$ cat config.mk
export PLATFORM = sky130hd
export DESIGN_NAME = gccr_regs
export DESIGN_NICKNAME = d
export VERILOG_FILES = /design/src/logic/gccr_pkg.sv /design/src/logic/gccr_regs.sv
export SDC_FILE = /design/constraint.sdc
export NUM_CORES = 1
export LEC_CHECK = 0
export BUFFER_PORTS_ARGS = -buffer_cell sky130_fd_sc_hd__buf_2
export CORE_MARGIN = 2
export CORE_UTILIZATION = 47
export DETAILED_ROUTE_END_ITERATION = 16
export PLACE_DENSITY = 0.84
export SETUP_SLACK_MARGIN = 0.05
export SLEW_MARGIN = 15
export SYNTH_ARGS = -nofsm -noshare
export SYNTH_HDL_FRONTEND = slang
export SYNTH_SLANG_ARGS = --single-unit
export TNS_END_PERCENT = 30
$ cat constraint.sdc
create_clock -name CLK_SYS -period 1.5 [get_ports CLK_SYS]
set_input_delay 0.225 -clock CLK_SYS [delete_from_list [all_inputs] [get_ports CLK_SYS]]
set_output_delay 0.225 -clock CLK_SYS [all_outputs]
set_load 0.005 [all_outputs]
$ cat src/logic/gccr_pkg.sv
// constants for the global chip configuration register bank
package gccr_pkg;
	localparam logic [7:0] IDX_POWER = 8'h22;
	localparam logic [7:0] IDX_RSVD_23 = 8'h23;
	localparam logic [7:0] IDX_OSC = 8'h24;
	localparam logic [7:0] IDX_RSVD_25 = 8'h25;
	localparam logic [7:0] IDX_ADDR_LOW = 8'h26;
	localparam logic [7:0] IDX_ADDR_HIGH = 8'h27;
	localparam logic [7:0] IDX_TEST_A = 8'h28;
	localparam logic [7:0] IDX_NUMBERING = 8'h29;

	localparam logic [7:0] RST_POWER = 8'h00;
	localparam logic [7:0] RST_OSC = 8'h44;
	localparam logic [7:0] RST_ADDR_LOW = 8'h2E;
	localparam logic [7:0] RST_ADDR_HIGH = 8'h00;
	localparam logic [7:0] RST_TEST_A = 8'h00;

	// writable bits per register
	localparam logic [7:0] MASK_POWER = 8'h39;
	localparam logic [7:0] MASK_OSC = 8'h7E;
	localparam logic [7:0] MASK_ADDR_LOW = 8'hFE;
	localparam logic [7:0] MASK_NUMBERING = 8'h01;

	localparam int POS_FLOPPY = 0;
	localparam int POS_PARALLEL = 3;
	localparam int POS_SERIAL1 = 4;
	localparam int POS_SERIAL2 = 5;
	localparam int POS_PLL_OFF = 1;
	localparam int POS_OSC_LO = 2;
	localparam int POS_OSC_HI = 3;
	localparam int POS_ADDR16 = 6;
	localparam logic [1:0] OSC_STOPPED = 2'b11;
endpackage : gccr_pkg

$ cat src/logic/gccr_regs.sv
// global chip configuration registers at indices 0x22 to 0x29

//////////////////////////////////////////////////////////////////////////////
module gccr_regs
	import gccr_pkg::*;
(
	// clock and resets
	input wire logic CLK_SYS,
	input wire logic RST_N,
	input wire logic STANDBY_POR,
	input wire logic HARD_RESET,
	input wire logic SOFT_RESET,
	// strap, sampled on each reset that loads the numbering select
	input wire logic NUMBERING_STRAP,
	// index/data access
	input wire logic CONFIG_MODE,
	input wire logic [7:0] INDEX,
	input wire logic DATA_WR,
	input wire logic [7:0] DATA_IN,
	output logic [7:0] DATA_OUT,
	// function controls
	output logic FLOPPY_CONTROLLER_EN,
	output logic PARALLEL_EN,
	output logic SERIAL1_EN,
	output logic SERIAL2_EN,
	output logic PLL_ON,
	output logic OSC_ON,
	output logic BAUD_GENERATOR_CLK_EN,
	output logic ADDR_QUAL_16,
	output logic [15:0] CONFIG_PORT_ADDRESS,
	output logic NUMBERING_SCHEME_SELECT
);
	//////////////////////////////////////////////////////////////////////////
	// storage
	logic [7:0] power_reg;
	logic [7:0] osc_reg;
	logic [7:0] addr_low_reg;
	logic [7:0] addr_high_reg;
	logic [7:0] test_a_reg;
	logic [7:0] numbering_reg;

	// host access
	logic wr;
	logic [7:0] rd_next;

	// one write enable per implemented index
	logic we_power;
	logic we_osc;
	logic we_addr_low;
	logic we_addr_high;
	logic we_test_a;
	logic we_numbering;

	// reset terms; each register group honours its own reset sources
	logic init_power;
	logic init_osc;
	logic init_addr;
	logic init_test_a;
	logic init_numbering;

	// decoded controls
	logic osc_stop;
	logic [3:0] func_en;
	// bit positions of the four function enables, in output order
	localparam int FUNC_POS [4] = '{POS_FLOPPY, POS_PARALLEL, POS_SERIAL1, POS_SERIAL2};

	//////////////////////////////////////////////////////////////////////////
	// host port is dead outside configuration mode
	assign wr = DATA_WR && CONFIG_MODE;

	// full 8-bit compare, so aliases of these indices never hit
	assign we_power = wr && (INDEX == IDX_POWER);
	assign we_osc = wr && (INDEX == IDX_OSC);
	assign we_addr_low = wr && (INDEX == IDX_ADDR_LOW);
	assign we_addr_high = wr && (INDEX == IDX_ADDR_HIGH);
	assign we_test_a = wr && (INDEX == IDX_TEST_A);
	assign we_numbering = wr && (INDEX == IDX_NUMBERING);

	// soft reset only reaches the power enables
	assign init_power = !RST_N || STANDBY_POR || HARD_RESET || SOFT_RESET;
	assign init_osc = !RST_N || STANDBY_POR || HARD_RESET;
	// standby power-on alone does not touch the port address
	assign init_addr = !RST_N || HARD_RESET;
	// hard reset leaves the test register as it was
	assign init_test_a = !RST_N || STANDBY_POR;
	assign init_numbering = !RST_N || STANDBY_POR || HARD_RESET;

	//////////////////////////////////////////////////////////////////////////
	// power enables: cleared by every reset kind
	always_ff @(posedge CLK_SYS) begin
		if (init_power) begin
			power_reg <= RST_POWER;
		end else if (we_power) begin
			power_reg <= DATA_IN & MASK_POWER;
		end
	end

	// soft reset is not a term here
	always_ff @(posedge CLK_SYS) begin
		if (init_osc) begin
			osc_reg <= RST_OSC;
		end else if (we_osc) begin
			// bits 7 and 0 kept zero; 5:4 stay writable, software is asked to write zero there anyway
			osc_reg <= DATA_IN & MASK_OSC;
		end
	end

	// bit 0 forced low so the port address stays even
	always_ff @(posedge CLK_SYS) begin
		if (init_addr) begin
			addr_low_reg <= RST_ADDR_LOW;
		end else if (we_addr_low) begin
			addr_low_reg <= DATA_IN & MASK_ADDR_LOW;
		end
	end

	always_ff @(posedge CLK_SYS) begin
		if (init_addr) begin
			addr_high_reg <= RST_ADDR_HIGH;
		end else if (we_addr_high) begin
			addr_high_reg <= DATA_IN;
		end
	end

	// test register stored but drives nothing; writing it is discouraged
	always_ff @(posedge CLK_SYS) begin
		if (init_test_a) begin
			test_a_reg <= RST_TEST_A;
		end else if (we_test_a) begin
			test_a_reg <= DATA_IN;
		end
	end

	// strap sampled synchronously while a loading reset is held
	always_ff @(posedge CLK_SYS) begin
		if (init_numbering) begin
			numbering_reg <= {7'h00, NUMBERING_STRAP};
		end else if (we_numbering) begin
			numbering_reg <= DATA_IN & MASK_NUMBERING;
		end
	end

	//////////////////////////////////////////////////////////////////////////
	// read mux: full 8-bit index compare, everything else reads zero
	always_comb begin
		rd_next = 8'h00;
		case (INDEX)
			IDX_POWER: begin
				rd_next = power_reg;
			end
			IDX_OSC: begin
				rd_next = osc_reg;
			end
			IDX_ADDR_LOW: begin
				rd_next = addr_low_reg;
			end
			IDX_ADDR_HIGH: begin
				rd_next = addr_high_reg;
			end
			IDX_TEST_A: begin
				rd_next = test_a_reg;
			end
			IDX_NUMBERING: begin
				rd_next = numbering_reg;
			end
			IDX_RSVD_23, IDX_RSVD_25: begin
				rd_next = 8'h00;
			end
			default: begin
				rd_next = 8'h00;
			end
		endcase
	end

	// registered: the host sees the byte one cycle after the index settles
	always_ff @(posedge CLK_SYS) begin
		if (!RST_N) begin
			DATA_OUT <= 8'h00;
		end else begin
			DATA_OUT <= CONFIG_MODE ? rd_next : 8'h00;
		end
	end

	//////////////////////////////////////////////////////////////////////////
	// one enable bit per function, taken straight from the power register
	genvar g;
	for (g = 0; g < 4; g++) begin : g_func
		assign func_en[g] = power_reg[FUNC_POS[g]];
	end
	assign FLOPPY_CONTROLLER_EN = func_en[0];
	assign PARALLEL_EN = func_en[1];
	assign SERIAL1_EN = func_en[2];
	assign SERIAL2_EN = func_en[3];

	// oscillator and baud clock stop together; there is no separate control
	assign osc_stop = osc_reg[POS_OSC_HI:POS_OSC_LO] == OSC_STOPPED;
	assign PLL_ON = !osc_reg[POS_PLL_OFF];
	assign OSC_ON = !osc_stop;
	assign BAUD_GENERATOR_CLK_EN = !osc_stop;
	// reset value already sets this; software should keep it set
	assign ADDR_QUAL_16 = osc_reg[POS_ADDR16];
	assign CONFIG_PORT_ADDRESS = {addr_high_reg, addr_low_reg};
	assign NUMBERING_SCHEME_SELECT = numbering_reg[0];
endmodule : gccr_regs
==> results of run 1 <==
[cells in the final DEF (no fill, tap or decap), types with 6 or more instances in the layout]
master	synthesis	layout
a211oi_1	8	8
a21oi_1	27	27
a31oi_1	6	6
and3b_1	10	10
buf_2	11	55
buf_4	2	27
dfxtp_1	41	41
nand3b_1	8	8
nand4_1	28	28
o21ai_0	6	6
o31ai_1	27	27
[critical path, stage by stage]
cell     delay, ns
buf_2         0.10
or4b_4        0.59
buf_12        0.20
o31ai_1       0.28
a21oi_1       0.10
[final cells by class]
class,instances,area (um2),area share (%)
multi-input cells,175,1240,44.2
flip-flops and latches,42,851,30.3
repair buffers,85,538,19.2
clock buffers,7,76.3,2.72
well taps,52,65.1,2.32
clock inverters,1,30.0,1.07
inverters,2,7.51,0.267
[kinds of logic (layout without fill, tap and decap cells)]
family,Yosys count,after routing,synth area share [%]
multiplexers,5,5,2.55
buffers and inverters,33,95,6.58
AND/OR/NAND/NOR,79,79,24.9
other,1,1,0.170
flip-flops,42,42,38.6
AO/OA/AOI/OAI,90,90,27.2
[through the flow]
stage / hold slack (ns) / worst slack (ns)
detailed placement: 0.457 / -0.142
global placement: 0.453 / -0.0866
global route: 0.212 / 0.114
CTS: 0.194 / 0.173
floorplan: 0.348 / 0.0275
finish: 0.194 / 0.150
[worst paths after layout]
path / from / slack (ns) / to
hold reg to reg: test_a_reg[2] / 0.47 / test_a_reg[2]
hold / removal: HARD_RESET / 0.19 / osc_reg[6]
setup reg to reg: test_a_reg[4] / 0.28 / DATA_OUT[4]
setup / recovery: INDEX[4] / 0.15 / addr_high_reg[2]
[routing by layer]
| metal | vias up | share of wire, % | wire length [um] |
|---|---|---|---|
| met3 | 37 | 12 | 903 |
| met1 | 1190 | 40 | 2930 |
| met2 | 217 | 44 | 3290 |
| li1 | 1106 | - | - |
| met4 | 0 | 3.8 | 283 |
| met5 | - | 0 | 0 |
[power breakdown]
group | switching, uW | internal, uW | total, uW | leakage [uW]
Sequential | 1.84 | 1120 | 1120 | 0.000341
Combinational | 176 | 111 | 287 | 0.000666
Clock | 392 | 498 | 891 | 0.0000524
Total | 570 | 1730 | 2300 | 0.00106
==> key figures, run 1 <==
Run status
  – Outcome: finished, final reports clean

Logic synthesis
  – Top_reg_cell synth: dfxtp_1
  – Area contributors post-synth: dfxtp_1 (37%), o31ai_1 (9.2%), nand4_1 (7.9%)
  – Most frequent cells after synthesis: dfxtp_1 (41), nand4_1 (28), a21oi_1 (27), o31ai_1 (27), clkbuf_1 (17)
  – Share of the synthesized area in the top cell type: 37.2%
  – Yosys reg bits: 42
  – Asr flop ratio synth: 0%
  – Synth area leader: dfxtp_1
  – Syn nets: 274
  – Most common cell in the netlist: dfxtp_1
  – Post-Syn Instances: 250
  – Post-synth EDFFs: 1
  – Post-Syn Area: 2200 um2
  – Yosys warns: 0
  – Post-Syn Area per Cell: 8.82 um2
  – Sequential area share after synthesis: 38.6%
  – Synth unique cells: 37

Finish
  – Post-route cell area: 2810 um2
  – Ant diodes: 0
  – Area growth syn-to-layout: 27.4%
  – Fill cells: 388
  – Finished Core Util: 63.2%
  – # nets final: 335
  – Layout cells sized above 1: 34.0%
  – Post-route insts no fill: 364

CTS
  – Longest Clk Path Bufs: 2
  – Clock slew seen by the registers of the worst setup and hold paths: 0.08 ns
  – # clock sinks: 42
  – CTS tree: built
  – # H-tree levels: 2
  – CTS resizes: 0
  – Setup bufs post-CTS: 0
  – CTS buffer count: 5
  – Clock Root Buffer: clkbuf_8
  – Skew-Pair Late Insertion Delay: 0.30 ns
  – # hold bufs at CTS: 0

Placed design
  – Placed insts: 356
  – Area after DPL: 2700 um2
  – Placer congestion estimate: 0.929
  – Count of input and output buffers: 55
  – HPWL Detailed: 5120 um

Worst hold path
  – Worst hold path type: input pin to flip-flop
  – Worst hold stages: 3

Drt
  – Iter 0 DRT Violations: 389
  – TritonRoute pass-1 iters: 5
  – DRC Markers: 0
  – Detailed Route WL: 7410 um
  – DR vias: 2550
  – DR WL/cell: 20.4 um
  – Routed vias/inst: 7.01
  – Post-DRT Antenna Nets: 0

STA
  – Period minus WS final: 1.35 ns
  – Final Hold Fails: 0
  – Setup-failing EPs final: 0
  – RSZ-0062 raised after global routing: false
  – Worst Tran Pin Value: 0.556 ns
  – Fmax: 0.741 GHz
  – Crit share post-route: 90.0%
  – Rel. slew slack: 63.0%
  – Max-slew violation count: 0
  – Setup TNS: 0 ns
  – Final Skew: 0.0102 ns

Power
  – Total chip power: 2300 uW
  – Leak: 0.00106 uW
  – VDD IR-drop max: 0.508 mV
  – PD cells: 819 nW/um2

Global routing
  – Largest net degree at the start of global routing: 28
  – GR Util met3: 6.39%
  – Number of global-route vias before repair: 2204
  – Grt met2 use: 43.5%
  – First-pass GRT wire length: 11500 um
  – Most used routing layer: met2
  – Global-route usage over all layers: 28.7%
  – Initial antenna violation count: 0
  – Met1 track demand over resource: 39.2%
  – GRT overflow: 0

Die
  – Die Area: 5250 um2
  – Num rows: 24
  – Core ar.: 4440 um2
  – IO Count: 57
  – Die H: 72.5 um
  – Chip width: 72.5 um
  – Initial Utilization: 49.6%

Worst setup path
  – CP required: 1.66 ns
  – Crit-path max FO: 27
  – Crit start category: input pin
  – CP Capture Type: flip-flop
  – WP data arrival: 1.51 ns
  – WS Path Type: input pin to flip-flop
  – Reg2reg path depth: 3

Flow run
  – Max Cap Violations: 0
(Power assumes the default switching activity.)
==> run 2: changes to the inputs <==
==> constraint.sdc (replaced) <==
create_clock -name CLK_SYS -period 1.5 [get_ports CLK_SYS]
set_input_delay 0.15 -clock CLK_SYS [delete_from_list [all_inputs] [get_ports CLK_SYS]]
set_output_delay 0.15 -clock CLK_SYS [all_outputs]
set_load 0.005 [all_outputs]
==> key figures, run 2 (synthesized netlist as in run 1, its figures left out) <==
Power
  – PD cells: 775 nW/um2
  – Leak: 0.00105 uW
  – VDD IR-drop max: 0.443 mV
  – Total chip power: 2140 uW

Drt
  – Iter 0 DRT Violations: 292
  – TritonRoute pass-1 iters: 5
  – Detailed Route WL: 6920 um
  – DRC Markers: 0
  – Post-DRT Antenna Nets: 0
  – DR vias: 2390
  – Routed vias/inst: 6.57
  – DR WL/cell: 19.0 um

Worst setup path
  – CP Capture Type: flip-flop
  – CP required: 1.67 ns
  – Reg2reg start: test_a_reg[5]
  – R2R Setup Slk: 0.32 ns
  – WP data arrival: 1.59 ns
  – WP buf/inv: 3
  – Reg2reg end: DATA_OUT[5]
  – Crit-path max FO: 12
  – Crit start category: input pin
  – Slowest stage delay, CP: 0.53 ns
  – Reg2reg path depth: 3
  – WS Path Type: input pin to flip-flop
  – Slowest CP cell: or4b_1
  – Cell family with most CP delay: simple AND/OR/NAND/NOR gates
  – Crit-path cells: buf_2 > or4b_1 > buf_4 > buf_12 > nor4_1 > o21ai_0

Finish
  – Fill cells: 399
  – Area growth syn-to-layout: 25.3%
  – FF+latch area: 851 um2
  – Area of the multi-input gates: 1220 um2
  – Most common cell after layout, fill and taps aside: buf_2
  – Ant diodes: 0
  – Commonest non-fill, non-tap cells in the layout: buf_2 (55), dfxtp_1 (41), nand4_1 (28), buf_4 (28)
  – # nets final: 335
  – Layout cells sized above 1: 33.7%

Die
  – IO Count: 57
  – Die Area: 5250 um2
  – Initial Utilization: 49.6%
  – Num rows: 24
  – Die H: 72.5 um
  – Chip width: 72.5 um
  – Core ar.: 4440 um2

STA
  – Rel. slew slack: 63.2%
  – Setup TNS: 0 ns
  – Final setup margin: 0.0851 ns
  – Final Skew: 0.00743 ns
  – Setup-failing EPs final: 0
  – Period minus WS final: 1.41 ns
  – Final Hold Fails: 0
  – Worst Tran Pin Value: 0.552 ns
  – Fmax: 0.707 GHz
  – Max-slew violation count: 0
  – RSZ-0062 raised after global routing: true
  – Crit share post-route: 94.3%

Global routing
  – Largest net degree at the start of global routing: 28
  – First-pass GRT wire length: 11000 um
  – Number of global-route vias before repair: 2174
  – GRT overflow: 0
  – Initial antenna violation count: 0
  – Global-route usage over all layers: 27.1%

Worst hold path
  – Hold_sp: HARD_RESET
  – Worst hold stages: 3
  – Min-Delay Endpoint: osc_reg[2]
  – Worst hold path type: input pin to flip-flop

Run status
  – Outcome: finished, final reports clean

CTS
  – Skew-Pair Late Insertion Delay: 0.30 ns
  – Clock slew seen by the registers of the worst setup and hold paths: 0.08 ns
  – # clock sinks: 42
  – # hold bufs at CTS: 0
  – CTS buffer count: 5
  – Longest Clk Path Bufs: 2
  – Clock Root Buffer: clkbuf_8
  – # H-tree levels: 2
  – CTS tree: built

Placed design
  – Count of input and output buffers: 55
  – Placer congestion estimate: 0.893
  – DP Worst Slack: -0.239 ns
  – HPWL Detailed: 4990 um

Flow run
  – Max Cap Violations: 0
==> run 2: changes by cell type in the layout (fill, tap and decap cells not counted), sizes merged <==
cell	change
bufinv	-1
inv	+1
clkinv	+2
clkbuf	-2
==> run 2: per-stage QoR <==
step | cells | instance area, um2 | utilization (%) | hold WS (ns)
after floorplan | 250 | 2200 | - | 0.273
after global placement | 356 | 2670 | 60.0 | 0.396
after detailed placement | 356 | 2670 | 60.0 | 0.420
after CTS | 364 | 2760 | 62.0 | 0.111
after global routing | 364 | 2760 | 62.1 | 0.144
final | 364 | 2760 | 62.1 | 0.117
==> run 2: repair_timing <==
action,4_1_cts,5_1_grt
buffers inserted,0,0
setup endpoints to repair,0,2
gates resized for setup,0,1
hold endpoints to repair,0,0
==> run 2: routing by layer <==
| metal | global-route usage [%] | share of wire [%] |
|---|---|---|
| met1 | 36.8 | 42 |
| met2 | 42.8 | 45 |
| met3 | 6.25 | 11 |
| met4 | 8.64 | 2.5 |
| met5 | 0 | 0 |
==> run 2: power by group <==
part / total [uW] / internal [uW] / leakage [uW] / switching, uW
Clock: 748 / 329 / 0.0000484 / 419
Sequential: 1120 / 1120 / 0.000341 / 1.37
Combinational: 270 / 106 / 0.000657 / 165
==> run 2: worst min-delay path, cell delays in order <==
cell and delay [ns]:
buf_2 0.09, nor2_1 0.06, o21ai_0 0.08
==> run 2: layout make-up <==
class	count	share of cell area, %
Clock inverter	3	0.725
Timing Repair Buffer	85	19.0
Inverter	2	0.272
Sequential cell	42	30.8
Tap cell	52	2.36
Clock buffer	5	2.49
Multi-Input combinational cell	175	44.3
==> run 2: worst max-delay path by stage <==
stage              from              end  slack [ns]  cells after the start
6_report       INDEX[4]       osc_reg[6]        0.09                      6
4_1_cts        INDEX[4]       osc_reg[2]        0.07                      6
3_3_place_gp   INDEX[7]      DATA_OUT[5]       -0.12                      5
2_1_floorplan  INDEX[4]  addr_low_reg[1]        0.08                      5
3_5_place_dp   INDEX[4]       osc_reg[2]       -0.24                      6
5_1_grt        INDEX[4]       osc_reg[6]        0.04                      6
==> run 3: changes to the inputs <==
Settings changed: MAX_ROUTING_LAYER from default to met4.
==> key figures, run 3 (synthesized netlist as in run 1, its figures left out) <==
Run status
  – Outcome: finished, final reports clean

Placed design
  – DP Worst Slack: -0.140 ns
  – Placer congestion estimate: 0.902
  – HPWL Detailed: 5000 um
  – Count of input and output buffers: 55

Worst setup path
  – CP required: 1.70 ns
  – Reg2reg path depth: 3
  – CP Capture Type: flip-flop
  – Reg2reg start: test_a_reg[5]
  – Crit start category: input pin
  – WS Path Type: input pin to flip-flop
  – R2R Setup Slk: 0.25 ns
  – Crit-path max FO: 10
  – WP data arrival: 1.52 ns
  – Reg2reg end: DATA_OUT[5]

STA
  – Crit share post-route: 88.1%
  – Final Hold Fails: 0
  – Worst Tran Pin Value: 0.541 ns
  – Rel. slew slack: 64.0%
  – Final Skew: 0.00857 ns
  – Setup-failing EPs final: 0
  – Final setup margin: 0.179 ns
  – Fmax: 0.757 GHz
  – RSZ-0062 raised after global routing: false
  – Period minus WS final: 1.32 ns
  – Max-slew violation count: 0

Worst hold path
  – Hold_sp: HARD_RESET
  – Worst hold path type: input pin to flip-flop
  – Worst hold stages: 3
  – Min-Delay Endpoint: osc_reg[2]

Drt
  – DR WL/cell: 18.9 um
  – Iter 0 DRT Violations: 274
  – Post-DRT Antenna Nets: 0
  – Routed vias/inst: 6.67
  – DR vias: 2442
  – Detailed Route WL: 6910 um
  – TritonRoute pass-1 iters: 6
  – DRC Markers: 0

Power
  – Leak: 0.00106 uW
  – VDD IR-drop max: 0.562 mV
  – PD cells: 825 nW/um2

Flow run
  – Max Cap Violations: 0

Global routing
  – GRT overflow: 0
  – Global-route usage over all layers: 27.4%
  – Initial antenna violation count: 0
  – Number of global-route vias before repair: 2153
  – First-pass GRT wire length: 10900 um
  – Largest net degree at the start of global routing: 26

Die
  – IO Count: 57
  – Initial Utilization: 49.6%
  – Core ar.: 4440 um2
  – Num rows: 24
  – Chip width: 72.5 um
  – Die H: 72.5 um
  – Die Area: 5250 um2

CTS
  – CTS resizes: 0
  – # clock sinks: 42
  – Skew-Pair Late Insertion Delay: 0.31 ns
  – CTS buffer count: 5
  – CTS tree: built
  – Clock slew seen by the registers of the worst setup and hold paths: 0.08 ns
  – Longest Clk Path Bufs: 2
  – # H-tree levels: 2
  – # hold bufs at CTS: 0
  – Setup bufs post-CTS: 0
  – Clock Root Buffer: clkbuf_8

Finish
  – Fill cells: 373
  – Finished Core Util: 62.8%
  – Most common cell after layout, fill and taps aside: buf_2
  – Area growth syn-to-layout: 26.6%
  – Area of the multi-input gates: 1220 um2
  – FF+latch area: 851 um2
  – Ant diodes: 0
  – Commonest non-fill, non-tap cells in the layout: buf_2 (55), dfxtp_1 (41), buf_4 (30)
  – Layout cells sized above 1: 33.4%
  – # nets final: 337
## run 3: routing by layer
layer / up-vias / share of wire (%) / global-route usage [%]
li1: 1112 / - / -
met1: 1124 / 40 / 36.7
met2: 179 / 46 / 41.3
met3: 27 / 12 / 6.11
met4: 0 / 2.4 / 8.64
met5: - / 0 / -
## run 3: per-stage QoR
step	std cells	area [um2]	hold slack (ns)	total power, uW	setup TNS (ns)
global route	366	2790	0.129	2360	0
floorplan	250	2200	0.273	1280	0
global placement	358	2680	0.399	1410	-2.01
detailed placement	358	2680	0.418	1410	-2.47
CTS	366	2790	0.109	2300	0
finish	366	2790	0.117	2300	0
## run 3: critical path, cell delays in order
cell and delay, ns:
buf_2 0.10, or4b_1 0.50, buf_4 0.20, a2111o_1 0.30, a211oi_1 0.27
## run 3: area by class of cell
cell class,instances,area share [%]
clock buffer,6,2.60
clock inverter,2,1.34
inverter,2,0.269
multi-input combinational,175,43.6
sequential,42,30.5
tap,52,2.33
timing repair buffer,87,19.4
## run 3: worst max path at each step
stage	startpoint	to	slack [ns]	cells after the start
global route	INDEX[4]	osc_reg[6]	0.09	6
global placement	INDEX[4]	osc_reg[2]	-0.12	6
detailed placement	INDEX[4]	addr_low_reg[5]	-0.14	6
finish	INDEX[4]	DATA_OUT[5]	0.18	5
CTS	INDEX[4]	osc_reg[2]	0.18	6
floorplan	INDEX[4]	addr_low_reg[1]	0.08	5
## run 3: power breakdown
group / switching, uW / internal (uW)
Sequential: 1.65 / 1120
Clock: 407 / 497
Combinational: 166 / 109
Total: 575 / 1730
